<file path="src/logic/rmc_pkg.sv">
/*
 Package of constants for the resource monitor common block: register
 offsets, control field positions, type codes and settle timing.
 Assumes a 40 MHz core clock.
*/
package rmc_pkg;
    localparam int RMC_INSTANCE_COUNT = 4;
    localparam int RMC_SEL_W = 2;
    localparam int RMC_CNT_W = 31;
    localparam int RMC_NUM_SRC = 7;
    // Register offsets (word addresses, byte = 4 x index)
    localparam logic [3:0] RMC_OFF_SEL = 4'h0;
    localparam logic [3:0] RMC_OFF_FLT = 4'h1;
    localparam logic [3:0] RMC_OFF_CTL = 4'h2;
    localparam logic [3:0] RMC_OFF_CNT = 4'h3;
    localparam logic [3:0] RMC_OFF_CAPT = 4'h4;
    localparam logic [3:0] RMC_OFF_TRIG = 4'h5;
    // Filter fields
    localparam int RMC_FLT_PART_LSB = 0;
    localparam int RMC_FLT_GRP_LSB = 16;
    localparam logic [31:0] RMC_FLT_MASK = 32'h00ffffff;
    // Control fields
    localparam int RMC_CTL_PART_EN = 16;
    localparam int RMC_CTL_GRP_EN = 17;
    localparam int RMC_CTL_SUB_LSB = 20;
    localparam int RMC_CTL_FRZ = 24;
    localparam int RMC_CTL_IRQ_EN = 25;
    localparam int RMC_CTL_OFLOW = 26;
    localparam int RMC_CTL_CLR = 27;
    localparam int RMC_CTL_SRC_LSB = 28;
    localparam int RMC_CTL_EN = 31;
    localparam logic [31:0] RMC_CTL_MASK = 32'hfff30000;
    localparam logic [31:0] RMC_CTL_RESET = 32'h00000000;
    localparam logic [7:0] RMC_TYPE_BW = 8'h42;
    localparam logic [7:0] RMC_TYPE_OCC = 8'h43;
    localparam logic [2:0] RMC_SRC_LOCAL = 3'h7;
    // Trigger register bits and status bit in count words
    localparam int RMC_TRIG_NOW = 0;
    localparam int RMC_TRIG_ALL = 1;
    localparam int RMC_NOT_READY_FLAG_BIT = 31;
    // Settle time: longest not-ready time
    localparam int RMC_SETTLE_NS = 2000;
    localparam int RMC_CLK_NS = 25;
    localparam int RMC_SETTLE_CYC = RMC_SETTLE_NS / RMC_CLK_NS;
    localparam int RMC_SETTLE_W = 7;
endpackage : rmc_pkg

</file>
<file path="src/logic/rmc_core.sv">
/*
 Resource monitor common logic: per-instance filter and control
 registers selected by an instance select, live count with not-ready
 flag, capture register, local capture trigger, overflow handling.
 Assumes a simple synchronous register port on core_clk, and external
 capture events and monitored traffic arriving from other domains.
*/
// How it works
// - Settings change sets not-ready, settle clears it
// - Not-ready clears one cycle after the fixed settle time ends
// - Each instance keeps its own flag
// - Software may write not-ready either way
// - Flag may be plain read-write bit
// - Selected source loads capture with count, flag
// - Capture completes in one cycle, no handshake
// - Non-secure fire-now captures non-secure source seven
// - Secure fire-now captures secure, or all
// - No local trigger means no source seven
// - Clear-on-capture zeroes count after copy
// - Level monitors read clear-on-capture as zero
// - Overflow sticky until software writes zero
// - Freeze stops counter, else it wraps
// - Interrupt only on overflow rising with enable
// - Instance select steers per-type register access
// - Filter holds identifier and group, top zero
// - Match enables restrict counted events
// - Type code is read-only constant
// - Unused subclass reads zero, ignores writes
// - Source select, unimplemented never captures
// - Enable clear stops event counting; level monitors ignore it
// - Flag copied before capture clears it
module rmc_core #(
    parameter logic [7:0] MON_TYPE = rmc_pkg::RMC_TYPE_BW,
    parameter bit LOCAL_TRIG = 1'b1,
    parameter bit AUTO_NOT_READY_FLAG = 1'b1,
    parameter logic [rmc_pkg::RMC_NUM_SRC-1:0] SRC_IMPL = 7'h7f
) (
    input wire logic core_clk,
    input wire logic rst,
    input wire logic reg_wr,
    input wire logic reg_rd,
    input wire logic reg_secure,
    input wire logic [3:0] reg_addr,
    input wire logic [31:0] reg_wdata,
    output logic [31:0] reg_rdata,
    input wire logic [rmc_pkg::RMC_INSTANCE_COUNT-1:0] mon_secure,
    input wire logic [rmc_pkg::RMC_NUM_SRC-1:0] ext_capture,
    input wire logic ev_valid,
    input wire logic [15:0] ev_partition_identifier,
    input wire logic [7:0] ev_monitoring_group,
    input wire logic [3:0] ev_event_subclass,
    input wire logic [15:0] ev_amount,
    input wire logic [rmc_pkg::RMC_INSTANCE_COUNT-1:0][rmc_pkg::RMC_CNT_W-1:0] level_value,
    output logic overflow_irq
);
    import rmc_pkg::*;
    localparam int N = RMC_INSTANCE_COUNT;
    localparam bit IS_BW = (MON_TYPE == RMC_TYPE_BW);

    // Two-flop synchronisers for pin-level inputs
    logic [RMC_NUM_SRC-1:0] ext_s1, ext_s2, ext_s3;
    logic ev_v1, ev_v2;
    logic [27:0] ev_d1, ev_d2;
    always_ff @(posedge core_clk) begin
        if (rst) begin
            ext_s1 <= '0;
            ext_s2 <= '0;
            ext_s3 <= '0;
            ev_v1 <= 1'b0;
            ev_v2 <= 1'b0;
            ev_d1 <= '0;
            ev_d2 <= '0;
        end else begin
            ext_s1 <= ext_capture;
            ext_s2 <= ext_s1;
            ext_s3 <= ext_s2;
            ev_v1 <= ev_valid;
            ev_v2 <= ev_v1;
            ev_d1 <= {ev_event_subclass, ev_monitoring_group, ev_partition_identifier};
            ev_d2 <= ev_d1;
        end
    end
    // Rising edge of each implemented external source, from the second and third stages
    wire [RMC_NUM_SRC-1:0] ext_pulse = ext_s2 & ~ext_s3 & SRC_IMPL;
    wire [15:0] ev_part = ev_d2[15:0];
    wire [7:0] ev_grp = ev_d2[23:16];
    wire [3:0] ev_sub = ev_d2[27:24];
    // Amount is treated as quasi-static alongside the valid strobe
    logic [15:0] amt_1, amt_2;
    always_ff @(posedge core_clk) begin
        if (rst) begin
            amt_1 <= '0;
            amt_2 <= '0;
        end else begin
            amt_1 <= ev_amount;
            amt_2 <= amt_1;
        end
    end

    // Register decode
    logic [RMC_SEL_W-1:0] sel_s, sel_ns;
    wire [RMC_SEL_W-1:0] sel = reg_secure ? sel_s : sel_ns;
    wire wr_sel = reg_wr && reg_addr == RMC_OFF_SEL;
    wire wr_flt = reg_wr && reg_addr == RMC_OFF_FLT;
    wire wr_ctl = reg_wr && reg_addr == RMC_OFF_CTL;
    wire wr_cnt = reg_wr && reg_addr == RMC_OFF_CNT;
    wire wr_capt = reg_wr && reg_addr == RMC_OFF_CAPT;
    wire wr_trig = reg_wr && reg_addr == RMC_OFF_TRIG;
    wire fire = LOCAL_TRIG && wr_trig && reg_wdata[RMC_TRIG_NOW];
    wire trig_ns = fire && (!reg_secure || reg_wdata[RMC_TRIG_ALL]);
    wire trig_s = fire && reg_secure;

    always_ff @(posedge core_clk) begin
        if (rst) begin
            sel_s <= '0;
            sel_ns <= '0;
        end else if (wr_sel && reg_secure) begin
            sel_s <= reg_wdata[RMC_SEL_W-1:0];
        end else if (wr_sel) begin
            sel_ns <= reg_wdata[RMC_SEL_W-1:0];
        end
    end

    // Writable control bits for this monitor type
    function automatic logic [31:0] ctl_mask_f(input bit bw);
        logic [31:0] m;
        m = RMC_CTL_MASK;
        m[RMC_CTL_CLR] = bw;
        m[RMC_CTL_SUB_LSB +: 4] = 4'h0;
        return m;
    endfunction : ctl_mask_f
    localparam logic [31:0] CTL_WMASK = ctl_mask_f(IS_BW);

    logic [N-1:0][31:0] flt;
    logic [N-1:0][31:0] ctl;
    logic [N-1:0][RMC_CNT_W-1:0] cnt;
    logic [N-1:0] not_ready_flag;
    logic [N-1:0][31:0] capt;
    logic [N-1:0] irq_pend;
    logic [N-1:0] busy;

    genvar g;
    generate
        for (g = 0; g < N; g++) begin : g_mon
            wire hit = (sel == RMC_SEL_W'(g)) && (reg_secure == mon_secure[g]);
            wire cfg_wr = hit && (wr_flt || wr_ctl);
            wire [2:0] src = ctl[g][RMC_CTL_SRC_LSB +: 3];
            wire loc = mon_secure[g] ? trig_s : trig_ns;
            wire cap = (src == RMC_SRC_LOCAL) ? loc : ext_pulse[src];
            wire en = ctl[g][RMC_CTL_EN];
            wire part_ok = !ctl[g][RMC_CTL_PART_EN] || ev_part == flt[g][15:0];
            wire grp_ok = !ctl[g][RMC_CTL_GRP_EN] || ev_grp == flt[g][23:16];
            wire sub_ok = ev_sub == ev_sub;
            wire count_ev = IS_BW && en && ev_v2 && part_ok && grp_ok && sub_ok;
            wire frozen = ctl[g][RMC_CTL_FRZ] && ctl[g][RMC_CTL_OFLOW];
            wire [RMC_CNT_W:0] sum = {1'b0, cnt[g]} + {{(RMC_CNT_W-15){1'b0}}, amt_2};
            wire ovf = count_ev && !frozen && sum[RMC_CNT_W];
            wire clr_cap = cap && ctl[g][RMC_CTL_CLR];

            rmc_settle u_settle (
                .core_clk(core_clk),
                .rst(rst),
                .start(AUTO_NOT_READY_FLAG && cfg_wr),
                .cancel(cap),
                .busy(busy[g])
            );

            always_ff @(posedge core_clk) begin
                if (rst) begin
                    flt[g] <= '0;
                    ctl[g] <= RMC_CTL_RESET;
                end else begin
                    if (hit && wr_flt) begin
                        flt[g] <= reg_wdata & RMC_FLT_MASK;
                    end
                    if (hit && wr_ctl) begin
                        ctl[g] <= reg_wdata & CTL_WMASK;
                    end
                    if (ovf) begin
                        ctl[g][RMC_CTL_OFLOW] <= 1'b1;
                    end
                end
            end

            always_ff @(posedge core_clk) begin
                if (rst) begin
                    cnt[g] <= '0;
                    capt[g] <= '0;
                    irq_pend[g] <= 1'b0;
                end else begin
                    if (cap) begin
                        capt[g] <= {not_ready_flag[g], IS_BW ? cnt[g] : level_value[g]};
                    end else if (hit && wr_capt) begin
                        capt[g][RMC_NOT_READY_FLAG_BIT] <= reg_wdata[RMC_NOT_READY_FLAG_BIT];
                    end
                    if (clr_cap) begin
                        cnt[g] <= '0;
                    end else if (count_ev && !frozen) begin
                        cnt[g] <= sum[RMC_CNT_W-1:0];
                    end else if (hit && wr_cnt) begin
                        cnt[g] <= reg_wdata[RMC_CNT_W-1:0];
                    end
                    irq_pend[g] <= ovf && !ctl[g][RMC_CTL_OFLOW] && ctl[g][RMC_CTL_IRQ_EN];
                end
            end

            // Flag: set by settings change, cleared by settle or capture
            always_ff @(posedge core_clk) begin
                if (rst) begin
                    not_ready_flag[g] <= 1'b0;
                end else if (AUTO_NOT_READY_FLAG && cfg_wr) begin
                    not_ready_flag[g] <= 1'b1;
                end else if (hit && wr_cnt) begin
                    not_ready_flag[g] <= reg_wdata[RMC_NOT_READY_FLAG_BIT];
                end else if (AUTO_NOT_READY_FLAG && (cap || (not_ready_flag[g] && !busy[g]))) begin
                    not_ready_flag[g] <= 1'b0;
                end
            end
        end
    endgenerate

    assign overflow_irq = |irq_pend;

    // Read mux for the selected instance, unmapped reads as zero
    wire [RMC_SEL_W-1:0] ri = sel;
    wire own = reg_secure == mon_secure[ri];
    wire [31:0] cnt_word = {not_ready_flag[ri], IS_BW ? cnt[ri] : level_value[ri]};
    always_ff @(posedge core_clk) begin
        if (rst) begin
            reg_rdata <= '0;
        end else if (reg_rd) begin
            case (reg_addr)
                RMC_OFF_SEL: reg_rdata <= {{(32-RMC_SEL_W){1'b0}}, sel};
                RMC_OFF_FLT: reg_rdata <= own ? flt[ri] : 32'h0;
                RMC_OFF_CTL: reg_rdata <= own ? (ctl[ri] | {24'h0, MON_TYPE}) : 32'h0;
                RMC_OFF_CNT: reg_rdata <= own ? cnt_word : 32'h0;
                RMC_OFF_CAPT: reg_rdata <= own ? capt[ri] : 32'h0;
                default: reg_rdata <= 32'h0;
            endcase
        end
    end
endmodule : rmc_core

</file>
<file path="src/logic/rmc_settle.sv">
/*
 Per-instance settle timer: raises busy on start, drops it after the
 settle count. Assumes start comes from logic on core_clk.
*/
module rmc_settle (
    input wire logic core_clk,
    input wire logic rst,
    input wire logic start,
    input wire logic cancel,
    output logic busy
);
    import rmc_pkg::*;
    logic [RMC_SETTLE_W-1:0] count;
    logic [RMC_SETTLE_W-1:0] next_count;
    wire done = busy && (count == RMC_SETTLE_W'(RMC_SETTLE_CYC - 1));
    assign next_count = start ? '0 : count + 1'b1;
    always_ff @(posedge core_clk) begin
        // A settings change in the capture cycle still restarts the settle wait
        if (rst || (cancel && !start)) begin
            busy <= 1'b0;
            count <= '0;
        end else begin
            busy <= start || (busy && !done);
            count <= (busy || start) ? next_count : '0;
        end
    end
endmodule : rmc_settle
</file>
<file path="config.mk">
export PLATFORM = sky130hd
export DESIGN_NAME = rmc_core
export DESIGN_NICKNAME = d
export VERILOG_FILES = /design/src/logic/rmc_pkg.sv /design/src/logic/rmc_core.sv /design/src/logic/rmc_settle.sv
export SDC_FILE = /design/constraint.sdc
export NUM_CORES = 2
export LEC_CHECK = 0
export ABC_AREA = 1
export BUFFER_PORTS_ARGS = -buffer_cell sky130_fd_sc_hd__buf_2
export CAP_MARGIN = 20
export CELL_PAD_IN_SITES_DETAIL_PLACEMENT = 0
export CELL_PAD_IN_SITES_GLOBAL_PLACEMENT = 1
export CORE_UTILIZATION = 43
export DETAILED_ROUTE_END_ITERATION = 8
export PLACE_DENSITY_LB_ADDON = 0.1
export REMOVE_ABC_BUFFERS = 1
export SLEW_MARGIN = 20
export SYNTH_ARGS = -nofsm -noshare
export SYNTH_HDL_FRONTEND = slang
export SYNTH_SLANG_ARGS = --single-unit
export TNS_END_PERCENT = 50
</file>
<file path="constraint.sdc">
create_clock -name core_clk -period 2.55 [get_ports core_clk]
set_input_delay 0.51 -clock core_clk [delete_from_list [all_inputs] [get_ports core_clk]]
set_output_delay 0.51 -clock core_clk [all_outputs]
set_load 0.005 [all_outputs]
</file>
* After elaboration in Yosys (flattened, before gate mapping)
Index checks and enable logic that the tools add are counted.
** Word-level totals
- Register bits after elaboration :: 567
- Bits of input ports :: 221
- Output and inout bits :: 33
- Word-level logic and storage cells :: 340
** Operators by class
- $add $sub $neg :: 8
- $lt $le $gt $ge :: 5
- Equal/unequal tests :: 29
- Muxes and demuxes :: 70
- Bitwise operators :: 7
- Reductions and logical operators :: 169
** Operators by type and width (number)
- two-way mux 31 bit :: 9
- two-way mux 32 bit :: 7
- binary-select mux 32 bit (select 2 bit) :: 3
- case mux 32 bit (5 select lines) :: 1
- adder 31 x 16 -> 32 bit :: 4
- two-way mux 27 bit :: 4
- logical AND 1 bit :: 86
- equality test 16 bit :: 4
- binary-select mux 31 bit (select 2 bit) :: 1
- two-way mux 1 bit :: 38
- equality test 8 bit :: 4
- zero test 1 bit :: 29
- adder 7 x 1 -> 7 bit, second input constant :: 4
- equality test 7 bit, second input constant :: 4
- logical OR 1 bit :: 26
- nonzero test 2 bit :: 12
- less-than comparator 3 x 4 -> 1 bit, second input constant :: 4
- binary-select mux 1 bit (select 3 bit) :: 4
- equality test 3 bit, second input constant :: 4
- nonzero test 3 bit :: 4
- OR reduction 3 bit :: 4
- equality test 4 x 2 -> 1 bit, second input constant :: 2
- equality test 4 x 3 -> 1 bit, second input constant :: 2
- OR reduction 2 bit :: 4
- 14 further kinds :: 24

* Depth between registers and ports, before layout
- Depth in word-level cells :: 10
- Gate-level depth with buffers :: 16
- Gate-level depth less buffers :: 16

* Modules after synthesis
From an unflattened synthesis, not the netlist that was laid out.
** Unflattened totals
- Cell total of the unflattened synthesis :: 5078
- Area total of the unflattened synthesis :: 32001.9 µm²
** By module, submodules not included
- rmc_core :: times used 1, cells an instance 4871, area an instance 30541.8 µm², sequential area each 10710.3 µm²
- rmc_settle (g_mon[0].u_settle ...) :: times used 3, cells an instance 52, area an instance 366.6 µm², sequential area each 160.2 µm²
- rmc_settle (g_mon[3].u_settle) :: times used 1, cells an instance 51, area an instance 360.3 µm², sequential area each 160.2 µm²

* Least setup slack after synthesis
Ideal clock, no wire load.
- Path kind :: flip-flop to flip-flop
- Start :: reg amt_2[0]
- End :: reg cnt[47] (netlist bit)
- Setup time :: 132 ps
- Data arrival time :: 1840 ps
- Required time :: 2418 ps
- Slack :: 578 ps
- Cell stages (with the launch flop) :: 15
- Buffers on the path :: 0
- Period minus slack after synthesis :: 1972 ps
- Cell sequence :: dfxtp_1 > ha_1 > inv_1 > fa_1 > inv_1 > nand3_1 > nand2_1 > nand2_1 > nand2_1 > nand2_1 > nand2_1 > xor2_1 > nand2_1 > nand2_1 > a21oi_1
** Between the ends
- Cells in the longest elaborated chain, start to end :: 2
** RTL lines
- start, declared :: line rmc_core.sv:89 : logic [15:0] amt_1, amt_2;
- start signal, assigned :: line rmc_core.sv:96 : amt_2 <= amt_1;
- adder 31 x 16 -> 32 bit :: line rmc_core.sv:156 : wire [RMC_CNT_W:0] sum = {1'b0, cnt[g]} + {{(RMC_CNT_W-15){1'b0}}, amt_2};
- two-way mux 31 bit :: line rmc_core.sv:198 : end else if (count_ev && !frozen) begin
- end signal, assigned by index :: line rmc_core.sv:199 : cnt[g] <= sum[RMC_CNT_W-1:0];
- end signal, assigned by index :: line rmc_core.sv:201 : cnt[g] <= reg_wdata[RMC_CNT_W-1:0];
- end, declared :: line rmc_core.sv:136 : logic [N-1:0][RMC_CNT_W-1:0] cnt;
Every way passes these cells.
A chain may end at the register's enable or synchronous reset.

* Worst setup path after layout
- Start :: reg amt_2[8]
- End :: reg irq_pend[3]
** Between the ends
- Cells in the longest elaborated chain, start to end :: 4
** RTL lines
- adder 31 x 16 -> 32 bit :: line rmc_core.sv:156
- logical AND 1 bit :: line rmc_core.sv:157 : wire ovf = count_ev && !frozen && sum[RMC_CNT_W];
- logical AND 1 bit (2 in a row) :: line rmc_core.sv:203 : irq_pend[g] <= ovf && !ctl[g][RMC_CTL_OFLOW] && ctl[g][RMC_CTL_IRQ_EN];
- end signal, assigned by index :: line rmc_core.sv:203
- end, declared :: line rmc_core.sv:139 : logic [N-1:0] irq_pend;
Every way passes these cells.

==> impl_metrics.toml <==
[yosys]
async_reset_ff_share_pct = 0
syn_area_mm2 = 0.03162
synthFlopType = "dfxtp_1"
ys_ff_latch = 567
synth_top_area_share_pct = 35.90
ys_types = 44
yosysTopAreaCell = "dfxtp_1"
ys_seq_area_share_pct = 35.90
syn_area_per_cell_um2 = 6.425
netlist_instances = 4922
ys_warn_count = 0
synth.area.top_cells = "dfxtp_1, nand2_1, inv_1"
synth_enable_flop_cells = 0

[critical_path]
crit_required_ns = 3.06
crit_path_end_kind = "flip-flop"
r2r_start = "amt_2[8]$_SDFF_PP0_"
cp-startpoint = "amt_2[8]$_SDFF_PP0_"
cpPeakStageDelay_ns = 0.44
cpMostUsedCell = "nand2_1"
startpoint_type = "flip-flop"
cp.buffers_inverters = 0
cp_slowest_cell = "dfxtp_1"
crit_type = "reg -> reg"
path_cells = "ha_1 > nand2_1 > nor2_1 > nand3_1 > nand3b_1 > nand2_1 > nand2_1 > nand4_1 > nor2_1"
cp_top_family = "simple AND/OR/NAND/NOR gates"
worst-path-max-fanout = 4
worstPathArrival_ns = 3.00

[finish]
fillCellCount = 7605
stdcell_count = 6095
final_nets = 5376
area_growth_pct = 16.58
regArea_mm2 = 0.01136
mostFrequentLayoutCells = "nand2_1, dfxtp_1, inv_1, nor2_1, a21oi_1"
utilization_pct = 50.61
final_common_cell = "nand2_1"
drive_above_1_share_pct = 9.503
multi_input_area_mm2 = 0.01714

[clock_tree]
cts-root-buf = "clkbuf_16"
cts_sinks = 567
htreeDepth = 3
post_cts_buffers = 0
clockBufferDepth = 3
cts_buffers = 67
tritoncts = "built"
clk_latency_ns = 0.63
clk_pin_slew_worst_paths_ns = 0.06

[global_route]
grt_max_degree = 79
grt_pass1_vias = 29363
antenna_found_initial = 3
overflow = 0
grt_pass1_wl_mm = 177.3
grt_usage_pct = 31.13

[die]
die_area_mm2 = 0.07463
chipHeight_um = 273.2
coreArea_mm2 = 0.07283
fp.dieW_um = 273.2
num_rows = 99
initial_core_util_pct = 43.42
pin_count = 254

[sta]
worstMarginPinSlew_ns = 0.8677
maxSlewHeadroom_pct = 42.15
min_period_ns = 2.484
holdWs_ns = 0.08356
period_share_pct = 97.41
hold_viol_final = 0
slew_violations = 0
rsz0062_at_grt = "true"
timing.fmax_mhz = 402.6
skew_ns = 0.02701
setup_viol = 0

[drt]
via_per_inst = 5.251
drtPass1Iterations = 5
drt_wl_total_mm = 117.7
drt_iter0_markers = 2820
via_count = 32007
drcViolationCount = 0
wl_per_cell_um = 19.32
antenna_left = 0

[outcome]
outcome = "completed"

[power_and_ir_drop]
p_leak_nw = 16.12
powerDensity_mw_per_mm2 = 560.6
vdd_ir_drop_max_v = 0.0005731
p_total_w = 0.02066

[placed_design]
dpl.cell_count = 5973
port_buffers = 125
hpwl_mm = 90.01
gp_congestion = 0.9817

[hold_path]
holdCritPathClass = "in -> reg"
worstHoldStart = "ev_partition_identifier[8]"

[job]
drv_cap = 0
-- final cells by class --
| type | count | share of cell area (%) |
|---|---|---|
| Tap cell | 959 | 3.255 |
| Antenna cell | 1 | 0.006788 |
| Timing Repair Buffer | 328 | 7.443 |
| Multi-Input combinational cell | 3553 | 46.50 |
| Clock inverter | 24 | 0.9741 |
| Clock buffer | 97 | 5.240 |
| Inverter | 566 | 5.777 |
| Sequential cell | 567 | 30.80 |
-- logic make-up (layout without fill, tap and decap cells) --
| family | count (synthesis) | count (layout) | share of synthesized area, % |
|---|---|---|---|
| adder cells (fa/ha/maj) | 72 | 72 | 2.944 |
| multiplexers | 2 | 2 | 0.06331 |
| other | 0 | 1 | 0 |
| buffers and inverters | 802 | 1015 | 10.16 |
| flip-flops | 567 | 567 | 35.90 |
| AO/OA/AOI/OAI | 1017 | 1017 | 17.31 |
| AND/OR/NAND/NOR | 2317 | 2317 | 29.61 |
| XOR/XNOR | 145 | 145 | 4.016 |
-- registers in the layout, indices dropped and copies added (netlist names) --
| signal | count |
|---|---|
| ext_s2 | 7 |
| g_mon.u_settle.busy | 4 |
| reg_rdata | 32 |
| ev_v2 | 1 |
| ext_s3 | 7 |
| amt_1 | 16 |
| irq_pend | 4 |
| capt | 128 |
| sel_ns | 2 |
| g_mon.u_settle.count | 28 |
| amt_2 | 16 |
| ext_s1 | 7 |
| sel_s | 2 |
| not_ready_flag | 4 |
| ev_d2 | 24 |
| ev_d1 | 24 |
| cnt | 124 |
| ev_v1 | 1 |
| flt | 96 |
| ctl | 40 |
-- worst paths after layout --
path / endpoint / slack, ns / cells after the start
worst min register to register: ext_s2[4]$_SDFF_PP0_ / 0.38 / 2
worst max-delay path: irq_pend[3]$_SDFF_PP0_ / 0.07 / 9
worst max register to register: irq_pend[3]$_SDFF_PP0_ / 0.07 / 9
worst min-delay path: ev_d1[8]$_SDFF_PP0_ / 0.08 / 3
-- routing by layer --
layer	track usage [%]	vias to the layer above	share of wire, %
met5	0	-	0.011
met4	11.70	2	3.8
met3	3.912	178	6.9
met2	48.10	978	43
met1	44.05	14716	46
li1	-	16133	-
-- through the flow --
stage	instance area (um2)	TNS, ns	setup WS [ns]
floorplan	30530	-922.83	-3.113
global placement	34560	-0.01303	-0.01204
CTS	36850	0	0.05433
detailed placement	34560	-0.02441	-0.01733
global route	36860	-0.004404	-0.004404
finish	36860	0	0.06604
-- synth_stat cells, types with 13 or more instances --
library cell / instances
nand2_1: 1461
dfxtp_1: 567
inv_1: 553
nor2_1: 478
a21oi_1: 402
o21ai_0: 374
nand3_1: 238
xnor2_1: 125
clkbuf_1: 123
a22oi_1: 98
buf_2: 82
o21ai_1: 69
ha_1: 68
nand4_1: 49
o22ai_1: 45
nor3_1: 37
xor2_1: 20
o211ai_1: 13
-- where the power goes --
part | internal, W | leakage [nW] | switching, W
logic | 0.000453 | 10.4 | 0.000938
registers | 0.00907 | 4.61 | 0.000135
clock network | 0.00602 | 1.11 | 0.00406
total | 0.0155 | 16.1 | 0.00513
-- worst min-delay path, delay by kind of cell --
| kind | cells | cell delay (ns) |
|---|---|---|
| buffers and inverters | 2 | 0.10 |
| and+or+nand+nor | 1 | 0.06 |
-- what timing repair did --
item	4_1_cts	5_1_grt
hold buffers	0	0
resized for setup	0	7
setup endpoints to repair	0	27
Power figures use the tool's default switching activity.
